<file path="src/cbk_pkg.sv">
// Package: register map, field layout and reset values of the configuration bank
package cbk_pkg;
  // ----------------------------------------
  // Register indices
  // ----------------------------------------
  localparam logic [7:0] ADDR_UPPER_OUTPUT_GATE   = 8'h02;
  localparam logic [7:0] ADDR_SPARE_BYTE_THREE    = 8'h03;
  localparam logic [7:0] ADDR_SPARE_BYTE_FOUR     = 8'h04;
  localparam logic [7:0] ADDR_MAKER_AND_REVISION  = 8'h05;
  localparam logic [7:0] ADDR_PART_IDENTIFICATION = 8'h06;
  localparam logic [7:0] ADDR_BLOCK_READ_LENGTH   = 8'h07;
  localparam logic [7:0] ADDR_CHAN_A_ADVANCE      = 8'h08;
  localparam logic [7:0] ADDR_CHAN_B_ADVANCE      = 8'h09;
  // ----------------------------------------
  // Field widths and reset values
  // ----------------------------------------
  localparam int         GATE_W           = 4;
  localparam int         LEN_W            = 5;
  localparam int         ADV_W            = 3;
  localparam int         PHASE_W          = 5;
  localparam logic [3:0] GATE_RESET       = 4'hf;
  localparam logic [4:0] LEN_RESET        = 5'h08;
  localparam logic [2:0] ADV_RESET        = 3'h0;
  localparam logic [4:0] VCO_PER_CYCLE    = 5'h18;
  // Identification codes: values arbitrary
  localparam logic [3:0] REVISION_CODE    = 4'h3;
  localparam logic [3:0] MAKER_CODE       = 4'h5;
  localparam logic [7:0] PART_CODE        = 8'h5a;

  typedef struct packed {
    logic       wr;
    logic       rd;
    logic [7:0] index;
    logic [7:0] wdata;
  } cbk_req_s;
endpackage

</file>
<file path="src/cbk_phase_accum.sv">
// Modulo accumulator of phase advance for one input channel
module cbk_phase_accum #(
  parameter int              ADV_W   = 3,
  parameter int              PHASE_W = 5,
  parameter logic [PHASE_W-1:0] MODULUS = 5'h18
) (
  input  wire logic               clk,
  input  wire logic               rst,
  input  wire logic               add,
  input  wire logic [ADV_W-1:0]   amount,
  output logic      [PHASE_W-1:0] phase
);
  logic [PHASE_W:0] sum;
  assign sum = {1'b0, phase} + {{(PHASE_W+1-ADV_W){1'b0}}, amount};

  always_ff @(posedge clk or posedge rst) begin
    if (rst) begin
      phase <= '0;
    end else if (add) begin
      phase <= (sum >= {1'b0, MODULUS}) ? PHASE_W'(sum - {1'b0, MODULUS})
                                        : sum[PHASE_W-1:0];
    end
  end
endmodule

</file>
<file path="src/cbk_config_bank.sv">
// Configuration bank: output gates, identification, read length, phase advance
module cbk_config_bank (
  input  wire logic              clk,
  input  wire logic              rst,
  input  wire cbk_pkg::cbk_req_s req,
  input  wire logic              sel_chan_a,
  input  wire logic              oe_pin_pair8,
  input  wire logic              oe_pin_pair9,
  input  wire logic              oe_pin_pair10,
  input  wire logic              oe_pin_pair11,
  output logic [7:0]             rdata,
  output logic [3:0]             pair_enable,
  output logic [4:0]             block_read_length,
  output logic [4:0]             active_advance,
  output logic [4:0]             phase_a,
  output logic [4:0]             phase_b
);
  // ----------------------------------------
  // Writable state
  // ----------------------------------------
  logic [3:0] output_gate;
  logic [2:0] chan_a_advance;
  logic [2:0] chan_b_advance;
  logic [4:0] next_active;
  logic [3:0] next_enable;
  logic [7:0] next_rdata;

  wire wr_gate = req.wr && (req.index == cbk_pkg::ADDR_UPPER_OUTPUT_GATE);
  wire wr_len  = req.wr && (req.index == cbk_pkg::ADDR_BLOCK_READ_LENGTH);
  wire wr_a    = req.wr && (req.index == cbk_pkg::ADDR_CHAN_A_ADVANCE);
  wire wr_b    = req.wr && (req.index == cbk_pkg::ADDR_CHAN_B_ADVANCE);
  wire [4:0] acc_a;
  wire [4:0] acc_b;

  always_ff @(posedge clk or posedge rst) begin
    if (rst) begin
      output_gate       <= cbk_pkg::GATE_RESET;
      block_read_length <= cbk_pkg::LEN_RESET;
      chan_a_advance    <= cbk_pkg::ADV_RESET;
      chan_b_advance    <= cbk_pkg::ADV_RESET;
    end else begin
      if (wr_gate) output_gate <= req.wdata[3:0];
      if (wr_len)  block_read_length <= req.wdata[4:0];
      if (wr_a)    chan_a_advance <= req.wdata[2:0];
      if (wr_b)    chan_b_advance <= req.wdata[2:0];
    end
  end

  // ----------------------------------------
  // Phase accumulators
  // ----------------------------------------
  // one increment per write, modulo
  cbk_phase_accum #(
    .ADV_W   (cbk_pkg::ADV_W),
    .PHASE_W (cbk_pkg::PHASE_W),
    .MODULUS (cbk_pkg::VCO_PER_CYCLE)
  ) u_acc_a (
    .clk    (clk),
    .rst    (rst),
    .add    (wr_a),
    .amount (req.wdata[2:0]),
    .phase  (acc_a)
  );
  cbk_phase_accum #(
    .ADV_W   (cbk_pkg::ADV_W),
    .PHASE_W (cbk_pkg::PHASE_W),
    .MODULUS (cbk_pkg::VCO_PER_CYCLE)
  ) u_acc_b (
    .clk    (clk),
    .rst    (rst),
    .add    (wr_b),
    .amount (req.wdata[2:0]),
    .phase  (acc_b)
  );

  // selected channel drives the output phase
  assign next_active = sel_chan_a ? acc_a : acc_b;
  // zero forces low/low, one defers to pin
  assign next_enable = output_gate &
                       {oe_pin_pair11, oe_pin_pair10, oe_pin_pair9, oe_pin_pair8};

  // ----------------------------------------
  // Read mux
  // ----------------------------------------
  // fixed codes, reserved read zero
  always_comb begin
    next_rdata = 8'h00;
    case (req.index)
      cbk_pkg::ADDR_UPPER_OUTPUT_GATE:   next_rdata = {4'h0, output_gate};
      cbk_pkg::ADDR_MAKER_AND_REVISION:  next_rdata = {cbk_pkg::REVISION_CODE,
                                                       cbk_pkg::MAKER_CODE};
      cbk_pkg::ADDR_PART_IDENTIFICATION: next_rdata = cbk_pkg::PART_CODE;
      cbk_pkg::ADDR_BLOCK_READ_LENGTH:   next_rdata = {3'h0, block_read_length};
      cbk_pkg::ADDR_CHAN_A_ADVANCE:      next_rdata = {5'h00, chan_a_advance};
      cbk_pkg::ADDR_CHAN_B_ADVANCE:      next_rdata = {5'h00, chan_b_advance};
      default:                           next_rdata = 8'h00;
    endcase
  end

  // byte data registered for the serialiser
  always_ff @(posedge clk or posedge rst) begin
    if (rst) begin
      rdata          <= 8'h00;
      pair_enable    <= 4'h0;
      active_advance <= 5'h00;
      phase_a        <= 5'h00;
      phase_b        <= 5'h00;
    end else begin
      if (req.rd) rdata <= next_rdata;
      pair_enable    <= next_enable;
      active_advance <= next_active;
      phase_a        <= acc_a;
      phase_b        <= acc_b;
    end
  end
endmodule

</file>
<file path="config.mk">
export PLATFORM = sky130hd
export DESIGN_NAME = cbk_config_bank
export DESIGN_NICKNAME = d
export VERILOG_FILES = /design/src/cbk_pkg.sv /design/src/cbk_phase_accum.sv /design/src/cbk_config_bank.sv
export SDC_FILE = /design/constraint.sdc
export NUM_CORES = 1
export LEC_CHECK = 0
export ABC_AREA = 1
export BUFFER_PORTS_ARGS = -buffer_cell sky130_fd_sc_hd__buf_2
export CORE_ASPECT_RATIO = 1.5
export CORE_UTILIZATION = 45
export CTS_CLUSTER_DIAMETER = 80
export CTS_CLUSTER_SIZE = 25
export DETAILED_ROUTE_END_ITERATION = 10
export GPL_TIMING_DRIVEN = 0
export PLACE_DENSITY = 0.71
export SLEW_MARGIN = 20
export SYNTH_ARGS = -nofsm -noshare
export SYNTH_HDL_FRONTEND = slang
export SYNTH_SLANG_ARGS = --single-unit
</file>
<file path="constraint.sdc">
create_clock -name clk -period 1.55 [get_ports clk]
set_input_delay 0 -clock clk [delete_from_list [all_inputs] [get_ports clk]]
set_output_delay 0 -clock clk [all_outputs]
set_load 0.02 [all_outputs]
</file>
==> results by group, run 1 <==
Outcome
  • Status: finished, final reports clean

Power
  • Pwr/cell area: 928.4 nW/um^2
  • Share of power burned in registers: 52.8%
  • VDD IR max: 0.5670 mV
  • Lkg Pwr: 1.557 nW
  • Combinational power share: 13.3%
  • Net Sw Frac: 24.49%
  • Clk pwr share: 33.9%
  • Internal: 2.061 mW
  • P_sw: 0.6686 mW

Timing
  • Crit path time final: 1548 ps
  • Final Hold Violating Endpoints: 0
  • Fmax: 0.6461 GHz
  • Max Slew Vio Count: 0
  • Clk_skew: 2.253 ps
  • RSZ-0062 raised after global routing: yes
  • Final setup fails: 0
  • Period utilisation layout: 99.85%

Run
  • Max-cap viol count: 0

Worst setup path
  • Required @ worst endpoint: 1780 ps
  • Worst Path Arrival: 1780 ps
  • CP dominant cell by count: nand2_1
  • CP Max Fanout: 2
  • Cell Chain, Critical Path: ha_2 > fa_2 > nand2_1 > nand2_1 > nand2_1 > nand2_1 > nand2_1 > nand3_1 > a21oi_2
  • WS Path Type: flip-flop to flip-flop
  • Slowest CP cell: dfrtp_1
  • Startpoint Class: flip-flop
  • Slowest stage delay, CP: 390 ps
  • Worst-case reg-to-reg path depth: 9
  • Setup crit end kind: flip-flop

Clocking
  • Clk_lat worst skew: 300 ps
  • Number of CTS-inserted buffers: 5
  • H-tree depth: 2
  • Buffer levels on the longest clock path: 2
  • TritonCTS Sinks: 51
  • Clock slew at reported path FFs: 80 ps
  • CTS tree: yes
  • Root Driver: clkbuf_8

Final layout
  • Antenna diode count: 0
  • Most common cell after layout, fill and taps aside: nand2_1
  • Nets: 359
  • P&R area growth vs syn: 25.67%
  • Final core area utilization: 59.69%
  • Layout cells sized above 1: 30.89%
  • Cell Count, Final, Fillers Out: 393
  • Most frequent cells in the layout: nand2_1, buf_2, dfrtp_1
  • Final std cell area, no fill: 2940 um^2

Synth
  • Leading post-synthesis cells by cell area: dfrtp_1, nand2_1, dfstp_2, nand3_1, o21ai_0
  • Yosys Warn Count: 0
  • Mapped cell area: 2340 um^2
  • Syn_nets: 289
  • Cell taking the most area after synthesis: dfrtp_1
  • Post-Syn Instances: 256
  • Top cell type's share of synthesized area: 49.20%
  • Yosys reg bits: 51
  • Yosys cell types: 30
  • Sequential share of the synthesized area: 54.81%
  • Mapped Avg Cell Area: 9.140 um^2

Global routing
  • Vias in the first global route: 1846
  • Grt total ovfl: 0
  • Initial antenna violation count: 0
  • Pin count of the biggest net entering global routing: 37
  • Global Route Usage Sum: 18.55%
  • First-pass GRT wire length: 7.748 mm

Place
  • Placed Area: 2698 um^2
  • Placed cell count: 374
  • Input/output buffers: 51
  • RePlAce Congestion: 0.8355
  • Final HPWL DP: 3.442 mm

Detailed routing
  • Initial DRC count: 94
  • Post-DRT Antenna Nets: 0
  • Wire length per cell: 11.84 um
  • Drt first pass iters: 4
  • Vias after detailed routing: 1916
  • Drt total wl: 4.653 mm
  • Vias per cell: 4.875
  • Residual DRC: 0

Floorplan
  • Die W: 60.88 um
  • Die area: 5498 um^2
  • # IOs: 57
  • Initial core utilization: 47.50%
  • # rows: 31
  • Die extent in y: 90.32 um
  • CORE AREA: 4926 um^2

Worst hold path
  • Hold depth: 3
  • Hold crit path type: input port to flip-flop
## cells by family (layout without fill, tap and decap cells)
group | after synthesis | after routing | synth area share [%]
AO/OA/AOI/OAI | 35 | 35 | 7.540
XOR/XNOR | 1 | 1 | 0.3744
adder cells (fa/ha/maj) | 8 | 8 | 4.920
buffers and inverters | 33 | 104 | 5.882
flip-flops | 51 | 51 | 54.81
multiplexers | 1 | 1 | 0.6415
other | 1 | 1 | 0.1603
AND/OR/NAND/NOR | 126 | 126 | 25.67
## state kept, by name, indices dropped and copies added (netlist names)
| name | cells |
|---|---|
| phase_b | 5 |
| output_gate | 4 |
| u_acc_a.phase | 5 |
| chan_a_advance | 3 |
| block_read_length | 5 |
| phase_a | 5 |
| rdata | 7 |
| active_advance | 5 |
| u_acc_b.phase | 5 |
| pair_enable | 4 |
| chan_b_advance | 3 |
## critical path, delay by kind of cell, from the launching register on
kind            cells  cell delay, ps
simple gates        6             430
flops               1             390
compound gates      1             130
fa+ha+maj           2             540
## area by class of cell
type	count	area (um^2)
repair buffers	63	377.9
plain buffers	4	27.53
flip-flops and latches	51	1282
fillers	451	1986
inverters	29	110.1
multi-input cells	172	942.2
clock inverters	2	35.03
clock buffers	6	82.58
well taps	66	82.58
## what timing repair did
| action | in CTS | in global routing |
|---|---|---|
| setup buffers | 2 | 1 |
| pin swaps | 2 | 0 |
| setup endpoints to repair | 5 | 4 |
| hold buffers | 8 | 0 |
| hold endpoints to repair | 56 | 0 |
| resized for setup | 5 | 4 |
## power by group through the flow
| stage | logic (mW) | clock network (mW) | registers [mW] |
|---|---|---|---|
| finish | 0.362 | 0.926 | 1.44 |
| floorplan | 0.165 | 0 | 1.51 |
| global placement | 0.318 | 0 | 1.47 |
| global route | 0.406 | 1.01 | 1.45 |
| detailed placement | 0.330 | 0 | 1.47 |
| CTS | 0.358 | 0.956 | 1.44 |
## stage by stage
stage / setup TNS, ps / worst slack (ps) / power [mW] / hold WS (ps)
3_5_place_dp: -246.3 / -121.9 / 1.798 / -13.33
6_report: 0 / 2.275 / 2.730 / 12.75
5_1_grt: -166.6 / -76.27 / 2.867 / 5.540
4_1_cts: 0 / 4.836 / 2.757 / 4.050
2_1_floorplan: 0 / 19.72 / 1.671 / 99.70
3_3_place_gp: -11810 / -255.0 / 1.786 / 189.0
## cells in the mapped netlist, drive strengths merged
cell type   n
o22ai       1
conb        1
inv        27
o21ai      31
nor2       11
or2         1
ha          6
mux2        1
nand4       2
fa          2
dfstp       5
and2        1
buf         3
clkinv      2
nand3      27
xnor2       1
a21oi       3
nand2      84
dfrtp      46
clkbuf      1
## layer usage
metal,vias to the layer above,global-route usage [%],wire [um]
met2,48,33.42,2502
met3,8,3.582,174
met5,-,0,0
li1,956,-,-
met1,904,20.65,1892
met4,0,6.629,84
## final timing paths
path                                        from                 to  slack [ps]
worst max-delay path            u_acc_a.phase[0]   u_acc_a.phase[3]           2
max in group asynchronous                    rst     output_gate[1]         780
worst max register to register  u_acc_a.phase[0]   u_acc_a.phase[3]           2
worst min register to register  u_acc_b.phase[4]         phase_b[4]         420
worst min-delay path                     req[10]           rdata[4]          10
min in group asynchronous                    rst  active_advance[2]         210
Note: power is estimated with default switching activity, not from simulation.
==> run 2, diff against run 1 <==
==> constraint.sdc (replaced) <==
create_clock -name clk -period 1.55 [get_ports clk]
set_input_delay 0.155 -clock clk [delete_from_list [all_inputs] [get_ports clk]]
set_output_delay 0.155 -clock clk [all_outputs]
set_load 0.02 [all_outputs]
==> results by group, run 2 (synthesis gave the netlist of run 1 again) <==
Timing
  • RSZ-0062 raised after global routing: yes
  • Final Hold Violating Endpoints: 0 (unchanged)
  • Final setup fails: 0 (unchanged)
  • Crit path time final: 1550 ps (+2.086 ps)
  • Clk_skew: 2.319 ps (+0.06589 ps)
  • Period utilisation layout: 99.99% (+0.13 points)
  • Max Slew Vio Count: 0 (unchanged)
  • Fmax: 0.6452 GHz (-0.13%)

Worst setup path
  • WS Path Type: flip-flop to flip-flop
  • CP Max Fanout: 2 (unchanged)
  • Setup crit end kind: flip-flop
  • Startpoint Class: flip-flop
  • Required @ worst endpoint: 1740 ps (-40 ps)
  • Worst Path Arrival: 1740 ps (-40 ps)

Global routing
  • Initial antenna violation count: 0 (unchanged)
  • Most used routing layer: met2
  • Vias in the first global route: 1806 (-2.2%)
  • Grt total ovfl: 0 (unchanged)
  • Met3 usage: 3.582% (unchanged)
  • Global Route Usage Sum: 18.24% (-0.32 points)
  • M2 GR Usage: 32.88% (-0.55 points)
  • Met1 GRT Util: 20.17% (-0.48 points)
  • Pin count of the biggest net entering global routing: 37 (unchanged)
  • First-pass GRT wire length: 7.596 mm (-2.0%)

Clocking
  • TritonCTS Sinks: 51 (unchanged)
  • CTS tree: yes
  • H-tree depth: 2 (unchanged)
  • Buffer levels on the longest clock path: 2 (unchanged)
  • Number of CTS-inserted buffers: 5 (unchanged)
  • Clk_lat worst skew: 300 ps (about the same)
  • Root Driver: clkbuf_8
  • Clock slew at reported path FFs: 80 ps (about the same)

Floorplan
  • Die extent in y: 90.32 um (unchanged)
  • Initial core utilization: 47.50% (unchanged)
  • Die area: 5498 um^2 (unchanged)
  • CORE AREA: 4926 um^2 (unchanged)
  • # IOs: 57 (unchanged)
  • # rows: 31 (unchanged)
  • Die W: 60.88 um (unchanged)

Final layout
  • Most frequent cells in the layout: nand2_1, buf_2, dfrtp_1
  • Max FFs per register: 7 (unchanged)
  • Storage cell area: 1282 um^2 (unchanged)
  • Cell Count, Final, Fillers Out: 386 (-1.8%)
  • Fillers: 466 (+3.3%)
  • Final core area utilization: 58.27% (-1.4 points)
  • Most common cell after layout, fill and taps aside: nand2_1
  • Antenna diode count: 0 (unchanged)
  • Layout cells sized above 1: 31.56% (+0.68 points)
  • Top reg by flops: rdata
  • Final std cell area, no fill: 2870 um^2 (-2.4%)
  • P&R area growth vs syn: 22.67%
  • Nets: 352 (-1.9%)
  • Area occupied by multi-input gates: 942.2 um^2 (unchanged)

Power
  • Lkg Pwr: 1.528 nW (-1.9%)
  • Pwr/cell area: 945.9 nW/um^2 (+1.9%)
  • VDD IR max: 0.5659 mV (-0.20%)

Run
  • Max-cap viol count: 0 (unchanged)

Place
  • Placed cell count: 374 (unchanged)
  • Input/output buffers: 51 (unchanged)
  • Final HPWL DP: 3.442 mm (unchanged)
  • RePlAce Congestion: 0.8355 (unchanged)
  • Placed Area: 2698 um^2 (unchanged)

Detailed routing
  • Drt total wl: 4.605 mm (-1.0%)
  • Vias per cell: 4.907 (+0.64%)
  • Initial DRC count: 99 (+5.3%)
  • Vias after detailed routing: 1894 (-1.1%)
  • Residual DRC: 0 (unchanged)
  • Drt first pass iters: 4 (unchanged)
  • Post-DRT Antenna Nets: 0 (unchanged)
  • Wire length per cell: 11.93 um (+0.76%)

Outcome
  • Status: finished, final reports clean

Worst hold path
  • Hold crit path type: input port to flip-flop
==> run 2: final timing paths <==
| kind | depth (start not counted) | endpoint | startpoint | slack, ps |
|---|---|---|---|---|
| max reg2reg | 10 | u_acc_b.phase[3] | u_acc_b.phase[0] | 0.2 |
| min | 3 | pair_enable[1] | oe_pin_pair9 | 40 |
| min reg2reg | 0 | phase_b[4] | u_acc_b.phase[4] | 420 |
| min in group asynchronous | 3 | active_advance[2] | rst | 370 |
| max | 10 | u_acc_b.phase[3] | u_acc_b.phase[0] | 0.2 |
| max in group asynchronous | 4 | output_gate[1] | rst | 620 |
==> run 2: layout make-up <==
cell class	instances	area share, %
clock inverter	2	1.221
tap	66	2.877
multi-input combinational	172	32.82
clock buffer	6	2.877
inverter	29	3.836
sequential	51	44.68
buffer	4	0.9590
timing repair buffer	56	10.72
==> run 2: through the flow <==
stage | setup slack [ps] | hold WS, ps | TNS, ps | total power, mW
finish | 0.1883 | 40.36 | 0 | 2.715
global route | -76.27 | 36.45 | -166.6 | 2.852
CTS | 4.836 | 32.73 | 0 | 2.744
detailed placement | -121.9 | 141.7 | -246.3 | 1.798
global placement | -410.0 | 344.0 | -18940 | 1.786
floorplan | 19.72 | 254.7 | 0 | 1.671
==> run 2: worst max-delay path: stages, from the launching register on <==
cell and delay [ps]:
dfrtp_1 390, ha_2 190, fa_2 340, nand2_2 80, nand2_2 50, nand3_1 90, nand2_1 60, nand3_1 60
o21ai_0 70, nand2_1 60, nand2_1 50
==> run 2: power by group <==
group / leakage [nW] / switching [mW] / internal [mW]
Clock: 0.0612 / 0.403 / 0.522
Sequential: 0.634 / 0.0412 / 1.40
Combinational: 0.833 / 0.221 / 0.128
==> run 2: layer usage <==
metal / routed length (um) / part of all wire (%)
met5: 0 / 0
met4: 84 / 1.8
met3: 174 / 3.8
met2: 2498 / 54
met1: 1848 / 40
==> run 2: repair_timing <==
item / 4_1_cts / 5_1_grt
endpoints found under the hold margin: 15 / 0
gates cloned: 0 / 0
pin swaps: 2 / 0
endpoints found under the setup margin: 5 / 4
setup buffers: 2 / 1
hold buffers: 1 / 0
gates resized for setup: 5 / 4
